===== src/core/timer_glue_pkg.sv =====
// Notes on behaviour
// - Capture input picks source a, b, core read trigger, any read trigger.
// - Select bit 13 routes tb2 core direction from source a or b.
// - Select bit 12 routes tb2 core count from source a or b.
// - Select bit 11 routes tb2 aux direction from source a or b.
// - Select bit 10 routes tb2 aux count from source a or b.
// - Bits 9:8 route tb1 aux b direction from sources a to d.
// - Bits 7:6 route tb1 aux b count from sources a to d.
// - Bits 5:4 route tb1 core direction from sources a to d.
// - Bits 3:2 route tb1 core count from sources a to d.
// - Select bit 1 routes tb1 aux a direction from source a or b.
// - Select bit 0 routes tb1 aux a count from source a or b.
// - Select register resets to zero, every input on source a.
// - Identification register is read only: kind 15:8, revision 7:0.
// - Whole block runs on the system clock, no own module clock.
// - Six interrupt outputs: five timers plus capture reload unit.
// - Register reads stay valid while the module is disabled.
// - While disabled only select and tb2 aux control accept writes.
// - tb2 core wrap pulse goes to capture unit, supervisor and pin.
// - Internal read trigger capture needs the rising edge selection.
package timer_glue_pkg;

  localparam int          ADDR_W       = 12;
  localparam int          NUM_ROUTED   = 11;
  localparam int          NUM_TIMERS   = 5;
  localparam logic [11:0] OFF_SEL      = 12'h000;
  localparam logic [11:0] OFF_ID       = 12'h004;
  localparam logic [11:0] OFF_AUX      = 12'h008;
  localparam logic [11:0] OFF_STATUS   = 12'h00C;
  localparam logic [11:0] OFF_WRAP     = 12'h010;
  localparam logic [15:0] SEL_RESET    = 16'h0000;
  localparam logic [15:0] AUX_RESET    = 16'h0000;
  localparam int          CAP_EDGE_LSB = 12;
  localparam logic [1:0]  EDGE_OFF     = 2'h0;
  localparam logic [1:0]  EDGE_RISE    = 2'h1;
  localparam int          WRAP_PIN_BIT = 0;
  localparam int          CAP_IDX      = 10;

  // Index 10 capture, 9..0 as the select fields from high to low
  typedef struct packed {
    logic [NUM_ROUTED-1:0][3:0] cand;
  } src_t;

  typedef struct packed {
    logic [NUM_ROUTED-1:0] sig;
  } routed_t;

endpackage : timer_glue_pkg


===== src/core/timer_input_select_and_id.sv =====
// The address map and the APB interface to the registers were left to the implementer.
`timescale 1ns/1ps
module timer_input_select_and_id #(
  parameter logic [7:0] KIND_CODE = 8'hA5, // Arbitrary value
  parameter logic [7:0] REV_CODE  = 8'h03  // Arbitrary value
) (
  input  wire logic                        pclk,
  input  wire logic                        presetn,
  input  wire logic                        psel,
  input  wire logic                        penable,
  input  wire logic                        pwrite,
  input  wire logic [timer_glue_pkg::ADDR_W-1:0] paddr,
  input  wire logic [31:0]                 pwdata,
  output      logic [31:0]                 prdata,
  output      logic                        pready,
  output      logic                        pslverr,
  input  wire logic                        module_disabled,
  input  wire timer_glue_pkg::src_t        src,
  output      timer_glue_pkg::routed_t     routed,
  output      logic [15:0]                 tb2_aux_control,
  output      logic [1:0]                  capture_edge_eff,
  input  wire logic [4:0]                  timer_irq_req,
  input  wire logic                        capture_reload_irq_req,
  output      logic [4:0]                  timer_irq,
  output      logic                        capture_reload_irq,
  input  wire logic                        tb2_core_wrap_pulse,
  output      logic                        wrap_to_capture,
  output      logic                        wrap_to_supervisor,
  output      logic                        wrap_to_pin
);
  import timer_glue_pkg::*;

  // ----------------------------------------------------------------
  // Elaboration check
  // ----------------------------------------------------------------
  if (KIND_CODE == 8'h00) begin : g_bad_kind
    $error("Module kind code must not be zero");
  end

  // ----------------------------------------------------------------
  // State
  // ----------------------------------------------------------------
  logic [15:0] sel_q;
  logic [15:0] aux_q;
  logic        wrap_en_q;
  routed_t     routed_q;
  logic [1:0]  edge_q;
  logic [31:0] prdata_q;
  logic        pready_q;
  logic        pslverr_q;
  logic [4:0]  tirq_q;
  logic        capture_reload_irq_q;
  logic        wrap_cap_q;
  logic        wrap_sup_q;
  logic        wrap_pin_q;

  logic        setup;
  logic        access_done;
  logic        hit_sel;
  logic        hit_id;
  logic        hit_aux;
  logic        hit_status;
  logic        hit_wrap;
  logic        mapped;
  logic        wr_allowed;
  logic        wr_ok;
  logic        internal_cap;
  logic [31:0] rd_data;
  logic [1:0]  edge_d;

  // ----------------------------------------------------------------
  // Bus decode
  // ----------------------------------------------------------------
  assign setup       = psel & ~penable & ~pready_q;
  assign access_done = psel & penable & pready_q;

  always_comb begin
    hit_sel    = (paddr == OFF_SEL);
    hit_id     = (paddr == OFF_ID);
    hit_aux    = (paddr == OFF_AUX);
    hit_status = (paddr == OFF_STATUS);
    hit_wrap   = (paddr == OFF_WRAP);
    mapped     = hit_sel | hit_id | hit_aux | hit_status | hit_wrap;
    // Disabled module keeps only two write targets open
    wr_allowed = hit_sel | hit_aux |
                 (hit_wrap & ~module_disabled);
    wr_ok      = pwrite & wr_allowed;
  end

  // Reads never look at the disable input
  always_comb begin
    rd_data = 32'h0000_0000;
    if (hit_sel) begin
      rd_data[15:0] = sel_q;
    end
    if (hit_id) begin
      rd_data[15:0] = {KIND_CODE, REV_CODE};
    end
    if (hit_aux) begin
      rd_data[15:0] = aux_q;
    end
    if (hit_status) begin
      rd_data[NUM_ROUTED-1:0] = routed_q.sig;
    end
    if (hit_wrap) begin
      rd_data[WRAP_PIN_BIT] = wrap_en_q;
    end
  end

  // ----------------------------------------------------------------
  // Bus answer: one wait-free access cycle after setup
  // ----------------------------------------------------------------
  always_ff @(posedge pclk or negedge presetn) begin
    if (!presetn) begin
      pready_q  <= 1'b0;
      prdata_q  <= 32'h0000_0000;
      pslverr_q <= 1'b0;
    end else if (setup) begin
      pready_q  <= 1'b1;
      prdata_q  <= pwrite ? 32'h0000_0000 : rd_data;
      pslverr_q <= ~mapped | (pwrite & ~wr_allowed);
    end else begin
      pready_q  <= 1'b0;
      pslverr_q <= 1'b0;
    end
  end

  // ----------------------------------------------------------------
  // Software registers
  // ----------------------------------------------------------------
  always_ff @(posedge pclk or negedge presetn) begin
    if (!presetn) begin
      sel_q <= SEL_RESET;
    end else if (access_done & wr_ok & hit_sel) begin
      sel_q <= pwdata[15:0];
    end
  end

  always_ff @(posedge pclk or negedge presetn) begin
    if (!presetn) begin
      aux_q <= AUX_RESET;
    end else if (access_done & wr_ok & hit_aux) begin
      aux_q <= pwdata[15:0];
    end
  end

  always_ff @(posedge pclk or negedge presetn) begin
    if (!presetn) begin
      wrap_en_q <= 1'b0;
    end else if (access_done & wr_ok & hit_wrap) begin
      wrap_en_q <= pwdata[WRAP_PIN_BIT];
    end
  end

  // ----------------------------------------------------------------
  // Input routing
  // ----------------------------------------------------------------
  // Outputs are registered, so a new select shows one cycle later
  for (genvar i = 0; i < NUM_ROUTED; i++) begin : g_route
    // Fields: 1-bit at 1:0, 2-bit from 3:2 up to 9:8, then 1-bit, 15:14
    localparam int LSB = (i <= 1) ? i : (i <= 5) ? 2 * i - 2 : i + 4;
    localparam int WID = (i >= 2 && i <= 5) || (i == CAP_IDX) ? 2 : 1;
    logic [1:0] way;
    if (WID == 2) begin : g_four
      assign way = sel_q[LSB +: 2];
    end else begin : g_two
      assign way = {1'b0, sel_q[LSB]};
    end
    always_ff @(posedge pclk or negedge presetn) begin
      if (!presetn) begin
        routed_q.sig[i] <= 1'b0;
      end else begin
        routed_q.sig[i] <= src.cand[i][way];
      end
    end
  end

  // ----------------------------------------------------------------
  // Capture edge guard
  // ----------------------------------------------------------------
  // Internal read triggers are short strobes; only rising edges mean
  // a read, so any enabled edge choice is narrowed to rising.
  assign internal_cap = sel_q[15];

  always_comb begin
    edge_d = aux_q[CAP_EDGE_LSB +: 2];
    if (internal_cap && edge_d != EDGE_OFF) begin
      edge_d = EDGE_RISE;
    end
  end

  always_ff @(posedge pclk or negedge presetn) begin
    if (!presetn) begin
      edge_q <= EDGE_OFF;
    end else begin
      edge_q <= edge_d;
    end
  end

  // ----------------------------------------------------------------
  // Interrupt lines and wrap export
  // ----------------------------------------------------------------
  // Single pclk domain: timers tick from the system clock itself
  always_ff @(posedge pclk or negedge presetn) begin
    if (!presetn) begin
      tirq_q  <= 5'h00;
      capture_reload_irq_q <= 1'b0;
    end else begin
      tirq_q  <= timer_irq_req;
      capture_reload_irq_q <= capture_reload_irq_req;
    end
  end

  always_ff @(posedge pclk or negedge presetn) begin
    if (!presetn) begin
      wrap_cap_q <= 1'b0;
      wrap_sup_q <= 1'b0;
      wrap_pin_q <= 1'b0;
    end else begin
      wrap_cap_q <= tb2_core_wrap_pulse;
      wrap_sup_q <= tb2_core_wrap_pulse;
      wrap_pin_q <= tb2_core_wrap_pulse & wrap_en_q;
    end
  end

  assign prdata             = prdata_q;
  assign pready             = pready_q;
  assign pslverr            = pslverr_q;
  assign routed             = routed_q;
  assign tb2_aux_control    = aux_q;
  assign capture_edge_eff   = edge_q;
  assign timer_irq          = tirq_q;
  assign capture_reload_irq = capture_reload_irq_q;
  assign wrap_to_capture    = wrap_cap_q;
  assign wrap_to_supervisor = wrap_sup_q;
  assign wrap_to_pin        = wrap_pin_q;
endmodule : timer_input_select_and_id


===== config.mk =====
export PLATFORM = sky130hd
export DESIGN_NAME = timer_input_select_and_id
export DESIGN_NICKNAME = d
export VERILOG_FILES = /design/src/core/timer_glue_pkg.sv /design/src/core/timer_input_select_and_id.sv
export SDC_FILE = /design/constraint.sdc
export NUM_CORES = 1
export LEC_CHECK = 0
export BUFFER_PORTS_ARGS = -buffer_cell sky130_fd_sc_hd__buf_2
export CORE_MARGIN = 3
export CORE_UTILIZATION = 45
export CTS_BUF_LIST = sky130_fd_sc_hd__clkbuf_8
export DETAILED_ROUTE_END_ITERATION = 12
export PLACE_DENSITY_LB_ADDON = 0.15
export SLEW_MARGIN = 30
export SYNTH_ARGS = -nofsm -noshare
export SYNTH_HDL_FRONTEND = slang
export SYNTH_SLANG_ARGS = --single-unit

===== constraint.sdc =====
create_clock -name pclk -period 4.2 [get_ports pclk]
set_input_delay 0.84 -clock pclk [delete_from_list [all_inputs] [get_ports pclk]]
set_output_delay 0.84 -clock pclk [all_outputs]
set_load 0.1 [all_outputs]

======== Yosys cells after proc, flatten, opt, wreduce, memory -nomap -nowiden ========
Index checks and enable logic that the tools add are counted.
word-level totals
  bits in writable memories ............... 0
  ROM bits ................................ 0
  bits of input ports ..................... 101
  memories ................................ 0
  output and inout port bits .............. 72
  word-level logic and storage cells ...... 95
  latch bits .............................. 0
  flip-flop bits (word level) ............. 88
cells by class
  divide/modulo/power cells ............... 0
  mux-type cells .......................... 31
  reductions and logical operators ........ 3
  $lt $le $gt $ge ......................... 11
  bitwise gates (word level) .............. 24
  equal/unequal tests ..................... 4
  $add $sub $neg .......................... 0
  multiply operators ...................... 0
  shifts and indexed selects .............. 0
operators with widths
  operator                                               count
  2-to-1 mux 16 bit                                      4
  equality test 12 x 4 -> 1 bit (second input constant)  2
  2-to-1 mux 1 bit                                       20
  < comparator 1 x 3 -> 1 bit (second input constant)    6
  < comparator 2 x 3 -> 1 bit (second input constant)    5
  AND 1 bit                                              12
  equality test 12 x 3 -> 1 bit (second input constant)  1
  equality test 12 x 5 -> 1 bit (second input constant)  1
  zero test 12 bit                                       1
  2-to-1 mux 11 bit                                      1
  binary-select mux 1 bit (select 2 bit)                 5
  OR 1 bit                                               7
  inverter 1 bit                                         5
  2-to-1 mux 2 bit                                       1
  nonzero test 2 bit                                     1
  logical AND 1 bit                                      1

======== Longest topological paths before layout ========
  word-level depth ........................ 8
  mapped depth ............................ 6

======== Worst setup path before layout ========
Ideal clock, no wire load.
  kind .................................... input-to-reg
  from .................................... in paddr[7] (netlist name)
  to ...................................... reg sel_q[10]
  setup slack ............................. 1.913 ns
  arrival ................................. 2.162 ns
  stages .................................. 6
  path buffers ............................ 2
  setup time .............................. 0.125 ns
  required time ........................... 4.075 ns
  cells stage by stage .................... nor4_4 -> and4b_1 -> buf_4 -> nand3_4 -> buf_6 -> mux2_4
on the way
  word-level cells in the longest chain between the ends .. 6
  elaborated cells between the ends (all ways) .. 9
  classes of those cells .................. 2 x eq/ne; 6 x bitwise; 1 x reduce/logical
RTL lines
  element                                                line                                                              source
  start: declaration                                     timer_input_select_and_id.sv:12                                   input wire logic [timer_glue_pkg::ADDR_W-1:0] paddr,
  equality test 12 x 4 -> 1 bit (tied with other cells)  timer_input_select_and_id.sv:80                                   hit_aux = (paddr == OFF_AUX);
  OR 1 bit or AND 1 bit (tied branches)                  timer_input_select_and_id.sv:85, timer_input_select_and_id.sv:86
  OR 1 bit                                               timer_input_select_and_id.sv:85                                   wr_allowed = hit_sel | hit_aux |
  AND 1 bit                                              timer_input_select_and_id.sv:87                                   wr_ok = pwrite & wr_allowed;
  AND 1 bit                                              timer_input_select_and_id.sv:134                                  end else if (access_done & wr_ok & hit_sel) begin
  AND 1 bit (*)                                          timer_input_select_and_id.sv:134
  end signal: assignment                                 timer_input_select_and_id.sv:135                                  sel_q <= pwdata[15:0];
  end: declaration                                       timer_input_select_and_id.sv:43                                   logic [15:0] sel_q;
Mark *: on every way between the ends. The rest lies on a longest branch, timed or not.
A chain may end at the register's enable or synchronous reset.

======== Worst setup path in the final report ========
  from .................................... in paddr[3] (netlist name)
  to ...................................... reg aux_q[11], in the netlist tb2_aux_control[11]
on the way
  word-level cells in the longest chain between the ends .. 6
  elaborated cells between the ends (all ways) .. 9
  classes of those cells .................. 2 x eq/ne; 6 x bitwise; 1 x reduce/logical
RTL lines
  element                                                line                                                              source
  equality test 12 x 4 -> 1 bit (tied with other cells)  timer_input_select_and_id.sv:80
  OR 1 bit or AND 1 bit (tied branches)                  timer_input_select_and_id.sv:85, timer_input_select_and_id.sv:86
  OR 1 bit                                               timer_input_select_and_id.sv:85
  AND 1 bit                                              timer_input_select_and_id.sv:87
  AND 1 bit                                              timer_input_select_and_id.sv:142                                  end else if (access_done & wr_ok & hit_aux) begin
  AND 1 bit (*)                                          timer_input_select_and_id.sv:142
  end signal: assignment                                 timer_input_select_and_id.sv:143                                  aux_q <= pwdata[15:0];
  end: declaration                                       timer_input_select_and_id.sv:44                                   logic [15:0] aux_q;
Marked as above.

==> results.py <==
metrics = {
    "layout": {
        "antennaDiodeCount": 0,
        "final_area_um2": 4116,
        "final_cell_mix": "buf_2, dfrtp_1, mux2_2, nand2_1, conb_1",
        "drive_above_1_share": 0.4936,
        "layout_commonest_cell": "buf_2",
        "syn2layout_area_growth_pct": 25.52,
        "nets": 488,
    },
    "critical_path": {
        "r2r_slack_ps": 2190,
        "cp_data_arrival_time_ps": 2790,
        "worstPathCellList": "buf_2 > nor4b_1 > nand4b_4 > mux2_2",
        "start_kind": "primary input",
        "crit_type": "primary input to flop",
        "required_ps": 4420,
        "crit_fanout": 22,
        "r2r-start": "pready$_DFF_PN0_",
        "cp_slowest_stage_delay_ps": 730,
        "r2r_cells": 3,
        "critPathCaptureType": "flop",
        "worstReg2RegEnd": "prdata[5]$_DFFE_PN0P_",
        "crit_path_top_delay_cell": "nor4b_1",
    },
    "sta": {
        "finalSetupTns_ps": 0,
        "clock_skew_ps": 6.852,
        "slew_violations": 0,
        "rsz0062_at_grt": "no",
        "finalSetupViolCount": 0,
        "tightest_slew_ps": 823.7,
        "slew-limit-headroom": 0.4432,
        "hold_viol": 0,
        "finalCriticalPeriod_ps": 2567,
        "fmax_mhz": 389.6,
        "period_share": 0.6112,
    },
    "clock_tree": {
        "cts.clk_slew.worst_paths_ps": 70,
        "hold_buffers": 0,
        "clkLatencyLatePin_ps": 340,
        "cts_root_buf": "clkbuf_8",
        "post-cts-setup-buffers": 0,
        "clk_path_buf_depth": 2,
        "cts_resized": 0,
        "htreeDepth": 3,
        "cts_tree": "done",
        "cts_buffers": 9,
        "clock_sinks": 72,
    },
    "hold_path": {
        "min_from": "prdata[7]$_DFFE_PN0P_",
        "holdPathEnd": "prdata[7]$_DFFE_PN0P_",
        "whs_path_depth": 2,
        "hold_path.class": "flop to flop",
    },
    "grt": {
        "antenna_found_initial": 0,
        "grt_usage": 0.2008,
        "grt_pass1_wl_mm": 12.94,
        "grt.overflow.total": 0,
        "grt_pass1_vias": 2490,
        "grt_start_max_net_pins": 73,
    },
    "power_and_ir_drop": {
        "clock_power_share": 0.358,
        "seq_power_share": 0.477,
        "combinationalPowerShare": 0.166,
        "p_leak_nw": 2.238,
        "powerDensity_nw_per_um2": 360.6,
        "switchingPower_uw": 450.0,
        "p_sw_frac": 0.3031,
        "p_total_mw": 1.485,
        "ir_drop_uv": 183.2,
        "intPower_mw": 1.035,
    },
    "placed_design": {
        "port-buffer-count": 128,
        "routabilityCongestion": 0.7376,
        "place_hpwl_mm": 5.668,
        "placed_area_um2": 3925,
    },
    "drt": {
        "via_count": 2489,
        "drtIter0Drc": 98,
        "drc": 0,
        "firstDrtPassIters": 4,
        "wl_per_cell_um": 16.42,
        "postRouteAntennaNets": 0,
        "viasPerCell": 5.111,
        "drt_wl_total_mm": 7.996,
    },
    "synth": {
        "synth_cell_types": 41,
        "synthArstFlopShare": 1.000,
        "yosysTopAreaCellShare": 0.5494,
        "syn_area_um2": 3279,
        "synth_warnings": 0,
        "syn_inst": 260,
        "synth-edff-count": 0,
        "ys_seq_area_frac": 0.5494,
        "synth_area_leader_cell": "dfrtp_1",
        "synth_top_flop_cell": "dfrtp_1",
        "synth.top_cells.by_area": "dfrtp_1, mux2_2, mux2_4",
        "syn_area_per_cell_um2": 12.61,
        "synth_seq_cells": 72,
    },
    "floorplan": {
        "core_um2": 6944,
        "pin_count": 173,
        "rows": 30,
        "start_util": 0.4723,
        "dieArea_um2": 8348,
        "die_h_um": 91.37,
        "dieWidth_um": 91.37,
    },
    "job": {
        "drv_cap": 0,
    },
    "run_status": {
        "status": "complete, no violations",
    },
}
## power by group through the flow
| stage | Sequential (mW) | Clock (mW) | Combinational [mW] |
|---|---|---|---|
| after floorplan | 0.795 | 0 | 0.113 |
| after global placement | 0.721 | 0 | 0.245 |
| after detailed placement | 0.721 | 0 | 0.247 |
| after CTS | 0.707 | 0.548 | 0.247 |
| after global routing | 0.708 | 0.586 | 0.261 |
| final | 0.707 | 0.531 | 0.246 |
## Yosys cell counts, types with 4 or more instances
library cell  instances
dfrtp_1              72
mux2_2               29
nand2_1              20
buf_4                18
nor2_1               14
a21oi_1              11
mux2_4               10
o21ai_0               9
clkbuf_1              8
o21a_1                7
o31ai_1               7
inv_1                 6
mux4_2                5
nand4_1               4
or3_1                 4
## worst max path at each step
stage / start / endpoint / slack, ps
finish: paddr[3] / tb2_aux_control[11]$_DFFE_PN0P_ / 1630
global route: paddr[3] / tb2_aux_control[8]$_DFFE_PN0P_ / 1560
CTS: paddr[3] / tb2_aux_control[0]$_DFFE_PN0P_ / 1650
detailed placement: paddr[3] / tb2_aux_control[6]$_DFFE_PN0P_ / 1280
global placement: paddr[3] / tb2_aux_control[6]$_DFFE_PN0P_ / 1320
floorplan: paddr[7] / sel_q[10]$_DFFE_PN0P_ / 1910
## cells by family after synthesis
| kind of cell | count (synthesis) | synth area share |
|---|---|---|
| simple gates | 64 | 0.1179 |
| compound gates | 45 | 0.08966 |
| flops | 72 | 0.5494 |
| mux | 44 | 0.1797 |
| other cells | 1 | 0.001144 |
| buf+inv | 34 | 0.06219 |
## flip-flops by register name, summed over array words and instances (netlist names)
| register | flops |
|---|---|
| wrap_en_q | 1 |
| tb2_aux_control | 16 |
| sel_q | 16 |
| prdata | 16 |
| wrap_to_supervisor | 1 |
| timer_irq | 5 |
| capture_reload_irq | 1 |
| pslverr | 1 |
| wrap_to_pin | 1 |
| routed | 11 |
| pready | 1 |
| capture_edge_eff | 2 |
## layer usage
metal / up-vias / wire length (µm) / GRT usage
met4: 0 / 66 / 0.05276
met1: 1223 / 3464 / 0.2599
met5: - / 0 / 0
met2: 109 / 3814 / 0.3262
li1: 1151 / - / -
met3: 6 / 650 / 0.06379
## area by class of cell
type | instances | area (µm²)
fill | 613 | 2828
sequential | 72 | 1802
tap | 96 | 120.1
multi-input combinational | 169 | 1330
clock buffer | 10 | 137.6
inverter | 6 | 22.52
timing repair buffer | 129 | 654.4
clock inverter | 5 | 50.05
## stage by stage
step,setup slack (ps),utilization,hold WS (ps),instances
2_1_floorplan,1913,-,470.8,275
3_3_place_gp,1319,0.5652,457.4,472
3_5_place_dp,1283,0.5652,462.5,472
4_1_cts,1647,0.5923,479.9,487
5_1_grt,1560,0.5928,507.0,487
6_report,1633,0.5928,475.7,487
## critical path: cells and delay by family
kind | cells | cell delay, ps
multiplexers | 1 | 410
AND/OR/NAND/NOR | 2 | 1180
buffers and inverters | 1 | 360
(Power assumes the default switching activity.)
